===== config.mk =====
export PLATFORM = sky130hd
export DESIGN_NAME = tvdx_trap_unit
export DESIGN_NICKNAME = d
export VERILOG_FILES = /design/src/design/tvdx_pkg.sv /design/src/design/tvdx_trap_unit.sv
export SDC_FILE = /design/constraint.sdc
export NUM_CORES = 2
export LEC_CHECK = 0
export ABC_AREA = 1
export BUFFER_PORTS_ARGS = -buffer_cell sky130_fd_sc_hd__buf_2
export CORE_MARGIN = 2
export CORE_UTILIZATION = 45
export DETAILED_ROUTE_END_ITERATION = 8
export GPL_TIMING_DRIVEN = 0
export SYNTH_ARGS = -nofsm -noshare
export SYNTH_HDL_FRONTEND = slang
export SYNTH_SLANG_ARGS = --single-unit

===== constraint.sdc =====
create_clock -name aclk -period 2.9 [get_ports aclk]
set_clock_uncertainty 0.05 [all_clocks]
set_input_delay 0.435 -clock aclk [delete_from_list [all_inputs] [get_ports aclk]]
set_output_delay 0.435 -clock aclk [all_outputs]
set_load 0.02 [all_outputs]

===== src/design/tvdx_pkg.sv =====
// Purpose: Shared constants and types for the trap vector, delegation and
//          extension status unit.
// Assumes: 32-bit native register width, AXI4-Lite register access.
// Notes:   Offsets are byte addresses within an 8-bit register window.
package tvdx_pkg;

    // ************************************************************
    // Widths, privilege codes and status encoding
    // ************************************************************
    localparam int          XW         = 32;
    localparam logic [1:0]  PRIV_U     = 2'h0;
    localparam logic [1:0]  PRIV_S     = 2'h1;
    localparam logic [1:0]  PRIV_H     = 2'h2;
    localparam logic [1:0]  PRIV_M     = 2'h3;
    localparam logic [1:0]  ST_OFF     = 2'h0;
    localparam logic [1:0]  ST_INITIAL = 2'h1;
    localparam logic [1:0]  ST_CLEAN   = 2'h2;
    localparam logic [1:0]  ST_DIRTY   = 2'h3;

    // Privilege mode sets the unit can be built for
    typedef enum {CFG_M_ONLY, CFG_MU, CFG_MU_UTRAP, CFG_MSU, CFG_MHSU} tvdx_cfg_type;
    localparam tvdx_cfg_type CFG = CFG_MSU;

    // ************************************************************
    // Register map (byte offsets) and field positions
    // ************************************************************
    localparam logic [7:0]  A_STATUS   = 8'h00;
    localparam logic [7:0]  A_EXTLOCAL = 8'h04;
    localparam logic [7:0]  A_MEDELEG  = 8'h0C;
    localparam logic [7:0]  A_MIDELEG  = 8'h10;
    localparam logic [7:0]  A_HEDELEG  = 8'h14;
    localparam logic [7:0]  A_HIDELEG  = 8'h18;
    localparam logic [7:0]  A_SEDELEG  = 8'h1C;
    localparam logic [7:0]  A_SIDELEG  = 8'h20;
    localparam logic [3:0]  A_CAUSE_HI = 4'h4;
    localparam logic [3:0]  A_EPC_HI   = 4'h5;
    localparam logic [3:0]  A_TVEC_HI  = 4'h6;
    localparam int          F_IE       = 0;
    localparam int          F_PIE      = 4;
    localparam int          F_FS       = 13;
    localparam int          F_XS       = 15;
    localparam int          F_PP       = 18;
    localparam int          F_SD       = 31;
    localparam logic [31:0] EXC_DELEG_MASK = 32'h0000FFFF;
    localparam logic [31:0] INT_DELEG_MASK = 32'h00000777;
    localparam logic [31:0] TVEC_RESET     = 32'h00000000;
    localparam logic [1:0]  RESP_OKAY      = 2'h0;
    localparam logic [1:0]  RESP_SLVERR    = 2'h2;

    // ************************************************************
    // Carriers
    // ************************************************************
    typedef enum logic [2:0] {
        OP_READ, OP_MODIFY, OP_UNCONFIG, OP_DISABLE, OP_ENABLE
    } tvdx_op_type;

    typedef struct packed {
        logic        valid;
        logic        unit;   // 0 floating point, 1 other extension
        tvdx_op_type kind;
    } tvdx_ext_op_type;

    typedef struct packed {
        logic        valid;
        logic        is_int;
        logic [4:0]  code;
        logic [31:0] pc;
        logic [1:0]  priv;
    } tvdx_trap_type;

endpackage : tvdx_pkg


===== src/design/tvdx_trap_unit.sv =====
// Purpose: Trap vector base, trap delegation and extension status tracking.
// Assumes: Synchronous active-low reset, AXI4-Lite slave, one hart clock.
// Notes:   Hardware events win over a software write in the same cycle.
//
// Summary of operation
// - Status fields are two bits: Off, Initial, Clean, Dirty.
// - Dirty summary is one when either status field holds Dirty.
// - Read faults when Off; modify faults when Off, else goes Dirty.
// - Unconfigure faults when Off else Initial; disable gives Off; enable Initial.
// - One shared copy of the status fields for all privilege modes.
// - A native-width machine trap vector base register always exists.
// - Trap vector base is word aligned, low two bits read zero.
// - Vector base read value equals the value used for the handler address.
// - Machine-mode traps load the program counter with the vector base.
// - Undelegated traps go to machine mode; delegation bits are read/write.
// - Four modes: machine delegation routes U/S/H traps to hypervisor.
// - Hypervisor delegation routes onward to supervisor, supervisor's to user.
// - Three modes: machine delegation routes S/U traps to supervisor.
// - Machine and user with user traps: delegation routes user traps to user.
// - Machine only, or no user traps: machine delegation is hardwired zero.
// - Delegated trap writes target cause and exception PC.
// - Delegated trap stacks mode and enable; machine fields stay untouched.
// - No delegation bit reads one unless supported and written; hedeleg, hideleg, sedeleg and sideleg keep fixed masks in every build.
// - Exception bits follow cause codes; interrupt bits follow pending layout.
//
// Added by the designer: the AXI4-Lite slave port and the placing of the registers.
module tvdx_trap_unit (
    input  wire logic                      aclk,
    input  wire logic                      aresetn,
    input  wire logic [7:0]                awaddr,
    input  wire logic                      awvalid,
    output logic                           awready,
    input  wire logic [31:0]               wdata,
    input  wire logic [3:0]                wstrb,
    input  wire logic                      wvalid,
    output logic                           wready,
    output logic [1:0]                     bresp,
    output logic                           bvalid,
    input  wire logic                      bready,
    input  wire logic [7:0]                araddr,
    input  wire logic                      arvalid,
    output logic                           arready,
    output logic [31:0]                    rdata,
    output logic [1:0]                     rresp,
    output logic                           rvalid,
    input  wire logic                      rready,
    input  wire tvdx_pkg::tvdx_ext_op_type op_in,
    output logic                           op_done,
    output logic                           op_fault,
    input  wire tvdx_pkg::tvdx_trap_type   trap_in,
    output logic                           trap_taken,
    output logic [1:0]                     trap_mode,
    output logic [31:0]                    trap_pc,
    output logic                           dirty_summary
);

    // ************************************************************
    // State
    // ************************************************************
    typedef struct packed {
        logic             awready, wready, bvalid, arready, rvalid;
        logic [1:0]       bresp, rresp;
        logic [31:0]      rdata;
        logic             aw_held, w_held;
        logic [7:0]       aw_addr;
        logic [31:0]      w_data;
        logic [3:0]       w_strb;
        logic [1:0]       fs, xs;
        logic             dirty;
        logic [3:0]       ie, pie;
        logic [3:0][1:0]  pp;
        logic [31:0]      medeleg, mideleg, hedeleg, hideleg, sedeleg, sideleg;
        logic [3:0][31:0] cause, epc, tvec;
        logic             op_done, op_fault, trap_taken;
        logic [1:0]       trap_mode;
        logic [31:0]      trap_pc;
    } tvdx_state_type;

    tvdx_state_type s_reg;
    tvdx_state_type s_next;
    logic [1:0]     op_cur;
    logic [1:0]     trap_tgt;

    // ************************************************************
    // Functions
    // ************************************************************
    // Supported delegation bits; none at all without a lower trap handler
    function automatic logic [31:0] deleg_mask(input logic is_int);
        logic [31:0] m;
        m = is_int ? tvdx_pkg::INT_DELEG_MASK : tvdx_pkg::EXC_DELEG_MASK;
        if (tvdx_pkg::CFG == tvdx_pkg::CFG_M_ONLY || tvdx_pkg::CFG == tvdx_pkg::CFG_MU) begin
            m = '0;
        end
        return m;
    endfunction : deleg_mask

    // Status transition for one instruction class: {fault, next status}
    function automatic logic [2:0] status_step(input logic [1:0] cur,
                                               input tvdx_pkg::tvdx_op_type kind);
        logic       off;
        logic [2:0] r;
        off = (cur == tvdx_pkg::ST_OFF);
        r   = {1'b0, cur};
        unique case (kind)
            tvdx_pkg::OP_READ:     r = {off, cur};
            tvdx_pkg::OP_MODIFY:   r = off ? {1'b1, cur} : {1'b0, tvdx_pkg::ST_DIRTY};
            tvdx_pkg::OP_UNCONFIG: r = off ? {1'b1, cur} : {1'b0, tvdx_pkg::ST_INITIAL};
            tvdx_pkg::OP_DISABLE:  r = {1'b0, tvdx_pkg::ST_OFF};
            tvdx_pkg::OP_ENABLE:   r = {1'b0, tvdx_pkg::ST_INITIAL};
            default:               r = {1'b0, cur};
        endcase
        return r;
    endfunction : status_step

    // Target mode of a trap; delegation bit index is the cause code
    function automatic logic [1:0] route(input logic [1:0] priv, input logic [4:0] code,
                                         input logic [31:0] md, input logic [31:0] hd,
                                         input logic [31:0] sd);
        logic [1:0] t;
        t = tvdx_pkg::PRIV_M;
        if (tvdx_pkg::CFG == tvdx_pkg::CFG_MHSU && priv != tvdx_pkg::PRIV_M && md[code]) begin
            t = tvdx_pkg::PRIV_H;
            if (priv <= tvdx_pkg::PRIV_S && hd[code]) begin
                t = tvdx_pkg::PRIV_S;
                if (priv == tvdx_pkg::PRIV_U && sd[code]) begin
                    t = tvdx_pkg::PRIV_U;
                end
            end
        end else if (tvdx_pkg::CFG == tvdx_pkg::CFG_MSU && priv <= tvdx_pkg::PRIV_S
                     && md[code]) begin
            t = tvdx_pkg::PRIV_S;
            if (priv == tvdx_pkg::PRIV_U && sd[code]) begin
                t = tvdx_pkg::PRIV_U;
            end
        end else if (tvdx_pkg::CFG == tvdx_pkg::CFG_MU_UTRAP && priv == tvdx_pkg::PRIV_U
                     && md[code]) begin
            t = tvdx_pkg::PRIV_U;
        end
        return t;
    endfunction : route

    // Register read decode: {hit, data}
    function automatic logic [32:0] reg_read(input tvdx_state_type st, input logic [7:0] a);
        logic [31:0] d;
        logic        hit;
        d   = '0;
        hit = 1'b1;
        case (a)
            tvdx_pkg::A_STATUS: begin
                d[tvdx_pkg::F_IE +: 4]  = st.ie;
                d[tvdx_pkg::F_PIE +: 4] = st.pie;
                d[tvdx_pkg::F_FS +: 2]  = st.fs;
                d[tvdx_pkg::F_XS +: 2]  = st.xs;
                d[tvdx_pkg::F_PP +: 8]  = st.pp;
                d[tvdx_pkg::F_SD]       = st.dirty;
            end
            tvdx_pkg::A_EXTLOCAL: d[1:0] = st.xs;
            tvdx_pkg::A_MEDELEG:  d = st.medeleg;
            tvdx_pkg::A_MIDELEG:  d = st.mideleg;
            tvdx_pkg::A_HEDELEG:  d = st.hedeleg;
            tvdx_pkg::A_HIDELEG:  d = st.hideleg;
            tvdx_pkg::A_SEDELEG:  d = st.sedeleg;
            tvdx_pkg::A_SIDELEG:  d = st.sideleg;
            default: begin
                if (a[7:4] == tvdx_pkg::A_CAUSE_HI) begin
                    d = st.cause[a[3:2]];
                end else if (a[7:4] == tvdx_pkg::A_EPC_HI) begin
                    d = st.epc[a[3:2]];
                end else if (a[7:4] == tvdx_pkg::A_TVEC_HI) begin
                    d = st.tvec[a[3:2]];
                end else begin
                    hit = 1'b0;
                end
            end
        endcase
        return {hit, d};
    endfunction : reg_read

    // ************************************************************
    // Next-state logic
    // ************************************************************
    // Status of the unit the current instruction uses, and the trap target
    assign op_cur   = op_in.unit ? s_reg.xs : s_reg.fs;
    assign trap_tgt = route(trap_in.priv, trap_in.code,
                            trap_in.is_int ? s_reg.mideleg : s_reg.medeleg,
                            trap_in.is_int ? s_reg.hideleg : s_reg.hedeleg,
                            trap_in.is_int ? s_reg.sideleg : s_reg.sedeleg);

    // Bus handshakes, register writes, instruction events and traps
    always_comb begin
        logic [32:0] rd;
        logic [31:0] wv;
        logic [2:0]  step;
        logic        ii;
        rd     = '0;
        wv     = '0;
        step   = '0;
        ii     = 1'b0;
        s_next = s_reg;
        s_next.op_done    = 1'b0;
        s_next.op_fault   = 1'b0;
        s_next.trap_taken = 1'b0;
        if (awvalid && s_reg.awready) begin
            s_next.aw_held = 1'b1;
            s_next.aw_addr = awaddr;
        end
        if (wvalid && s_reg.wready) begin
            s_next.w_held = 1'b1;
            s_next.w_data = wdata;
            s_next.w_strb = wstrb;
        end
        if (s_reg.bvalid && bready) begin
            s_next.bvalid = 1'b0;
        end
        if (s_reg.aw_held && s_reg.w_held && !s_reg.bvalid) begin
            rd = reg_read(s_reg, s_reg.aw_addr);
            for (int i = 0; i < 4; i++) begin
                wv[i*8 +: 8] = s_reg.w_strb[i] ? s_reg.w_data[i*8 +: 8] : rd[i*8 +: 8];
            end
            s_next.bvalid  = 1'b1;
            s_next.bresp   = rd[32] ? tvdx_pkg::RESP_OKAY : tvdx_pkg::RESP_SLVERR;
            s_next.aw_held = 1'b0;
            s_next.w_held  = 1'b0;
            case (s_reg.aw_addr)
                tvdx_pkg::A_STATUS: begin
                    s_next.ie  = wv[tvdx_pkg::F_IE +: 4];
                    s_next.pie = wv[tvdx_pkg::F_PIE +: 4];
                    s_next.fs  = wv[tvdx_pkg::F_FS +: 2];
                    s_next.pp  = wv[tvdx_pkg::F_PP +: 8];
                end
                tvdx_pkg::A_EXTLOCAL: s_next.xs = wv[1:0];
                tvdx_pkg::A_MEDELEG:  s_next.medeleg = wv & deleg_mask(1'b0);
                tvdx_pkg::A_MIDELEG:  s_next.mideleg = wv & deleg_mask(1'b1);
                tvdx_pkg::A_HEDELEG:  s_next.hedeleg = wv & tvdx_pkg::EXC_DELEG_MASK;
                tvdx_pkg::A_HIDELEG:  s_next.hideleg = wv & tvdx_pkg::INT_DELEG_MASK;
                tvdx_pkg::A_SEDELEG:  s_next.sedeleg = wv & tvdx_pkg::EXC_DELEG_MASK;
                tvdx_pkg::A_SIDELEG:  s_next.sideleg = wv & tvdx_pkg::INT_DELEG_MASK;
                default: begin
                    if (s_reg.aw_addr[7:4] == tvdx_pkg::A_CAUSE_HI) begin
                        s_next.cause[s_reg.aw_addr[3:2]] = wv;
                    end else if (s_reg.aw_addr[7:4] == tvdx_pkg::A_EPC_HI) begin
                        s_next.epc[s_reg.aw_addr[3:2]] = wv;
                    end else if (s_reg.aw_addr[7:4] == tvdx_pkg::A_TVEC_HI) begin
                        s_next.tvec[s_reg.aw_addr[3:2]] = {wv[31:2], 2'h0};
                    end
                end
            endcase
        end
        // Read channel answers one cycle after the address is taken
        if (s_reg.rvalid && rready) begin
            s_next.rvalid = 1'b0;
        end
        if (arvalid && s_reg.arready) begin
            rd            = reg_read(s_reg, araddr);
            s_next.rvalid = 1'b1;
            s_next.rdata  = rd[31:0];
            s_next.rresp  = rd[32] ? tvdx_pkg::RESP_OKAY : tvdx_pkg::RESP_SLVERR;
        end
        // Extension instruction moves the shared status field
        if (op_in.valid) begin
            step            = status_step(op_cur, op_in.kind);
            s_next.op_done  = 1'b1;
            s_next.op_fault = step[2];
            if (op_in.unit) begin
                s_next.xs = step[1:0];
            end else begin
                s_next.fs = step[1:0];
            end
        end
        // Trap entry into the routed mode only
        if (trap_in.valid) begin
            ii                      = s_reg.ie[trap_in.priv];
            s_next.cause[trap_tgt]  = {trap_in.is_int, 26'h0000000, trap_in.code};
            s_next.epc[trap_tgt]    = trap_in.pc;
            s_next.pp[trap_tgt]     = trap_in.priv;
            s_next.pie[trap_tgt]    = ii;
            s_next.ie[trap_tgt]     = 1'b0;
            s_next.trap_taken       = 1'b1;
            s_next.trap_mode        = trap_tgt;
            s_next.trap_pc          = s_reg.tvec[trap_tgt];
        end
        s_next.tvec[3][1:0] = 2'h0;
        s_next.dirty   = (s_next.fs == tvdx_pkg::ST_DIRTY) || (s_next.xs == tvdx_pkg::ST_DIRTY);
        s_next.awready = !s_next.aw_held && !s_next.bvalid;
        s_next.wready  = !s_next.w_held && !s_next.bvalid;
        s_next.arready = !s_next.rvalid;
    end

    // State register; vector base always present and aligned
    always_ff @(posedge aclk) begin
        if (!aresetn) begin
            s_reg         <= '0;
            s_reg.tvec[3] <= tvdx_pkg::TVEC_RESET;
        end else begin
            s_reg <= s_next;
        end
    end

    // Outputs straight from the state register
    assign awready       = s_reg.awready;
    assign wready        = s_reg.wready;
    assign bvalid        = s_reg.bvalid;
    assign bresp         = s_reg.bresp;
    assign arready       = s_reg.arready;
    assign rvalid        = s_reg.rvalid;
    assign rdata         = s_reg.rdata;
    assign rresp         = s_reg.rresp;
    assign op_done       = s_reg.op_done;
    assign op_fault      = s_reg.op_fault;
    assign trap_taken    = s_reg.trap_taken;
    assign trap_mode     = s_reg.trap_mode;
    assign trap_pc       = s_reg.trap_pc;
    assign dirty_summary = s_reg.dirty;
endmodule : tvdx_trap_unit


=== After elaboration in Yosys (flattened, before gate mapping) ===
Cells that the tools add are included.

* Input bits: 105
* Logic and storage cells: 245
* Flip-flop bits (word level): 604

* Reduce and logical (&&, ||, !) cells: 40
* Eq/ne operators: 26
* Mux-type cells: 120
* Bitwise logic cells: 5
* Order comparisons: 8

{| class="wikitable"
|+ Operator list
! operator !! count
|-
| $bwmux 128 || 5
|-
| $mux 592 || 1
|-
| $mux 128 || 4
|-
| $mux 256 || 2
|-
| $mux 32 || 15
|-
| $bmux 32 s2 || 7
|-
| $mux 384 || 1
|-
| $demux 32 s2 || 2
|-
| $mux 16 || 7
|-
| $pmux 6 s8 || 2
|-
| $pmux 5 s7 || 2
|-
| $eq 8x5->1 const B || 8
|-
| $mux 8 || 5
|-
| $pmux 4 s5 || 2
|-
| $mux 35 || 1
|-
| $mux 11 || 3
|-
| $pmux 2 s8 || 2
|-
| $pmux 8 s2 || 2
|-
| $mux 1 || 25
|-
| $eq 4x3->1 const B || 6
|-
| $mux 2 || 12
|-
| $mux 5 || 4
|-
| $eq 8x3->1 const B || 2
|-
| $eq 8x4->1 const B || 2
|-
| other kinds (35) || 77
|}

=== Logic depth before layout (Yosys ltp) ===
* Word-level depth: 16
* Depth in mapped cells: 17

=== Worst setup path before layout ===
OpenSTA, ideal clock, no wires.

* Kind: input to register
* Start point: input trap_in[39] in the netlist's numbering
* End point: register s_reg[201] in the netlist's numbering
* Path slack: 0.768 ns
* Arrival time: 2.023 ns
* Path buffers: 3
* Cell stages on the path: 14
* Cell sequence: inv_2 buf_4 buf_2 nand2_1 nand3_1 nand3_1 nand3_1 nand3_1 nand3_1 nand2_1 nor2_2 buf_4 nand3_1 nand2_1

* Word-level cells in the longest chain between the ends: 12

{| class="wikitable"
|+ RTL lines
! what !! line !! RTL
|-
| start, declared || tvdx_trap_unit.sv:50 || <nowiki>input wire tvdx_pkg::tvdx_trap_type trap_in,</nowiki>
|-
| $mux 16 || tvdx_trap_unit.sv:187 || <nowiki>trap_in.is_int ? s_reg.sideleg : s_reg.sedeleg);</nowiki>
|-
| $bmux 1 s5 || tvdx_trap_unit.sv:132 || <nowiki>if (priv == tvdx_pkg::PRIV_U && sd[code]) begin</nowiki>
|-
| $mux 1 (implied by the code) || tvdx_trap_unit.sv:132 ||
|-
| $logic_and 1x1->1 || tvdx_trap_unit.sv:132 ||
|-
| $mux 1 || tvdx_trap_unit.sv:132 ||
|-
| $mux 2 (*) || tvdx_trap_unit.sv:129 || <nowiki>end else if (tvdx_pkg::CFG == tvdx_pkg::CFG_MSU && priv <= tvdx_pkg::PRIV_S</nowiki>
|-
| $lt 2x3->1 (implied by the code) / $ge 2x1->1 (equally long branches) || tvdx_trap_unit.sv:274 || <nowiki>s_next.epc[trap_tgt] = trap_in.pc;</nowiki>
|-
| $logic_and 1x1->1 (implied by the code) || tvdx_trap_unit.sv:274 ||
|-
| $mux 32 (implied by the code) || tvdx_trap_unit.sv:274 ||
|-
| $demux 32 s2 (*) || tvdx_trap_unit.sv:274 ||
|-
| $bwmux 128 (*) || tvdx_trap_unit.sv:274 ||
|-
| $mux 256 (*) || tvdx_trap_unit.sv:271 || <nowiki>if (trap_in.valid) begin</nowiki>
|-
| end signal, assigned || tvdx_trap_unit.sv:295 || <nowiki>s_reg <= s_next;</nowiki>
|-
| end, declared || tvdx_trap_unit.sv:79 || <nowiki>tvdx_state_type s_reg;</nowiki>
|}

Every way passes the cells marked *; elsewhere a longest branch is shown, timed or not. The select of a mux whose other input is x is not followed.
A chain may end at the register's enable or synchronous reset.

=== Worst setup path in the final report ===
* Start point: register s_reg[635] in the netlist's numbering
* End point: register s_reg[238] in the netlist's numbering

* Word-level cells in the longest chain between the ends: 8

{| class="wikitable"
|+ RTL lines
! what !! line !! RTL
|-
| $mux 8 (*) || tvdx_trap_unit.sv:218 || <nowiki>wv[i*8 +: 8] = s_reg.w_strb[i] ? s_reg.w_data[i*8 +: 8] : rd[i*8 +: 8];</nowiki>
|-
| $bwmux 128 (*) || tvdx_trap_unit.sv:242 || <nowiki>s_next.epc[s_reg.aw_addr[3:2]] = wv;</nowiki>
|-
| $mux 128 (*) || tvdx_trap_unit.sv:241 || <nowiki>end else if (s_reg.aw_addr[7:4] == tvdx_pkg::A_EPC_HI) begin</nowiki>
|-
| $mux 256 (*) || tvdx_trap_unit.sv:239 || <nowiki>if (s_reg.aw_addr[7:4] == tvdx_pkg::A_CAUSE_HI) begin</nowiki>
|-
| $mux 384 (*) || tvdx_trap_unit.sv:224 || <nowiki>case (s_reg.aw_addr)</nowiki>
|-
| $mux 592 (*) || tvdx_trap_unit.sv:215 || <nowiki>if (s_reg.aw_held && s_reg.w_held && !s_reg.bvalid) begin</nowiki>
|-
| $bwmux 128 || tvdx_trap_unit.sv:274 ||
|-
| $mux 256 (*) || tvdx_trap_unit.sv:271 ||
|}

Every way passes the cells marked *; elsewhere a longest branch is shown, timed or not.

==> results.tsv <==
metric	value	unit
status	finished with violations	
violated checks	design-rule violations, negative hold slack, negative setup slack	
Clock Power Share	45.7	%
Overall Power	21500	uW
Critical R2R Launch	s_reg[635]$_SDFFE_PN0P_	
DP Wirelength	142	mm
Synth area leaders	dfxtp_1 38%, nand2_1 14%, o21ai_0 10%, nor2_1 7.2%, a21oi_1 7.0%	
Avg Inst Size Synth	6.45	um2
total iterations of the first detailed-routing run	9	
final hold violations	4	
PortBufs	180	
total track usage	51.5	%
crit-path max FO	10	
die width	268	um
Routed Antenna Nets	0	
worst hold start	wdata[21]	
Synth Area in Simple Gates	28.2	%
residual DRC count	12	
post-route minimum period	3.08	ns
final worst path period share	106	%
PD cells	572	nW/um2
GRT Residual Overflow	0	
ys async rst share	0	%
post-synthesis sequential element count	600	
worst skew pair latency	0.65	ns
Die Height	268	um
hold path depth	3	
Sw Ratio	30.4	%
PnR worst setup slack	-0.178	ns
number of buffers created by CTS	71	
CP startpoint	s_reg[635]$_SDFFE_PN0P_	
FP Rows	96	
synth unique cells	49	
Mapped Cells	4846	
final setup vio count	76	
Via Count	38900	
worst endpoint required time	3.36	ns
compound-cell area share of the yosys netlist	23.1	%
via/cell ratio	6.31	
Synth Warn #	0	
Post-Layout Cell Count	6159	
die area	71600	um2
share of cells above drive strength 1	14.3	%
Post-synth top flop	dfxtp_1	
f_max	0.325	GHz
filler cell count	7089	
VDD IR max	0.458	mV
RD Place Congestion	1.10	
slowest CP cell	clkbuf_1	
Post-synth EDFFs	0	
Setup crit start kind	register	
design internal power	14900	uW
Post-synth top cells	1198 x nand2_1, 633 x o21ai_0, 600 x dfxtp_1	
Util after Layout	54.6	%
Static Leak	0.0158	uW
Clock Pin Slew Worst Setup and Hold Paths	0.07	ns
post-synthesis cell area	31300	um2
crit end category	register	
area leader, netlist	dfxtp_1	
combinational group share of total power	14.2	%
H-tree level count	3	
I/O pins	184	
largest net degree at the start of global routing	14	
count leader, synth	nand2_1	
initial core utilization	45.5	%
Reg power frac	40.1	%
hold crit path type	input pin to register	
nets	5270	
vias in the first global route	34000	
Core ar.	68700	um2
final WL	190	mm
R2R cell count	7	
Rel. slew slack	1.97	%
Synth Area in Adders	0	%
initial antenna violation count	4	
sequential share of the synthesized area	38.4	%
CTS sink cnt	600	
switching power	6530	uW
Max stage delay on crit path	0.96	ns
First DRT Iteration DRCs	7188	
root buffer cell	clkbuf_16	
hold slack	-0.00268	ns
Yosys top cell area share	38.4	%
Layout area overhead	20.0	%
Worst-Margin Slew	1.47	ns
max-slew violation count	0	
largest family of logic cells by synthesized area	simple AND/OR/NAND/NOR gates	
placed cells	5958	
Synth Area in XOR/XNOR	0	%
kind of critical path	register to register	
post-synthesis mux area share	0	%
first-pass GRT wire length	257	mm
TritonCTS clock tree	built	
Worst Path Arrival	3.54	ns
CTS max path bufs	3	
worst-path cell chain	inv_1 > clkbuf_1 > nand4_1 > buf_4 > nand2_2 > clkbuf_2 > a21oi_1	
max cap viols	0	
wire per inst	30.9	um
FF-to-FF setup slack	-0.18	ns
power by group through the flow:
stage / clock network, uW / registers, uW / logic, uW
after floorplan: 0 / 8670 / 1220
after global placement: 0 / 8740 / 2480
after detailed placement: 0 / 8750 / 2480
after CTS: 9710 / 8570 / 2640
after global routing: 10000 / 8590 / 3010
final: 9810 / 8600 / 3050
metrics by stage:
stage	TNS [ns]	instance area [um2]	worst slack [ns]
after floorplan	0	31300	0.768
after global placement	-443.06	33300	-1.40
after detailed placement	-442.45	33300	-1.37
after CTS	-1.33	36700	-0.118
after global routing	-0.0244	37500	-0.00726
final	-6.49	37500	-0.178
critical path: cells and delay by family, from the launching register on:
family | cells | cell delay (ns)
buf+inv | 4 | 1.90
flops | 1 | 0.48
compound gates | 1 | 0.13
simple gates | 2 | 0.38
layout by cell type (no fill, tap or decap), types with 24 or more instances in the layout:
master / n
nor2_1: 568
clkbuf_16: 73
a22oi_1: 39
nand4_1: 57
buf_4: 145
nand3_1: 253
nor2_4: 33
a21oi_1: 437
nand2_1: 1169
dfxtp_1: 599
o2bb2ai_1: 37
inv_1: 318
clkbuf_8: 24
clkbuf_2: 56
o22ai_1: 85
clkbuf_1: 157
o21ai_0: 622
buf_2: 222
logic make-up after synthesis:
logic type / after synthesis
simple gates: 2175
compound gates: 1323
buf+inv: 747
flops: 600
other cells: 1
worst paths after layout:
kind,endpoint
worst min register to register,wready$_SDFF_PN0_
worst max-delay path,s_reg[238]$_SDFF_PN0_
worst min-delay path,s_reg[659]$_SDFFE_PN0P_
worst max register to register,s_reg[238]$_SDFF_PN0_
layout make-up:
cell class / count / area [um2] / share of cell area [%]
Sequential cell: 600 / 12000 / 32.0
Clock inverter: 30 / 363 / 0.967
Tap cell: 931 / 1160 / 3.10
Antenna cell: 6 / 15.0 / 0.0400
Clock buffer: 100 / 2150 / 5.73
Buffer: 399 / 2270 / 6.05
Inverter: 348 / 1360 / 3.63
Timing Repair Buffer: 245 / 1570 / 4.19
Multi-Input combinational cell: 3500 / 16600 / 44.3
timing repair:
| item | CTS | global route |
|---|---|---|
| hold buffers | 11 | 0 |
| setup endpoints to repair | 496 | 491 |
| pin swaps | 11 | 19 |
| hold endpoints to repair | 11 | 0 |
| buffers inserted | 19 | 34 |
| gates resized for setup | 214 | 184 |
| gates cloned | 0 | 1 |
layer usage:
layer | up-vias | global-route usage (%) | wire, um
li1 | 16600 | - | -
met1 | 18000 | 65.6 | 71000
met2 | 3494 | 68.0 | 70300
met3 | 755 | 27.4 | 34700
met4 | 8 | 29.6 | 14000
met5 | - | 0.554 | 79
(Power assumes the default switching activity.)
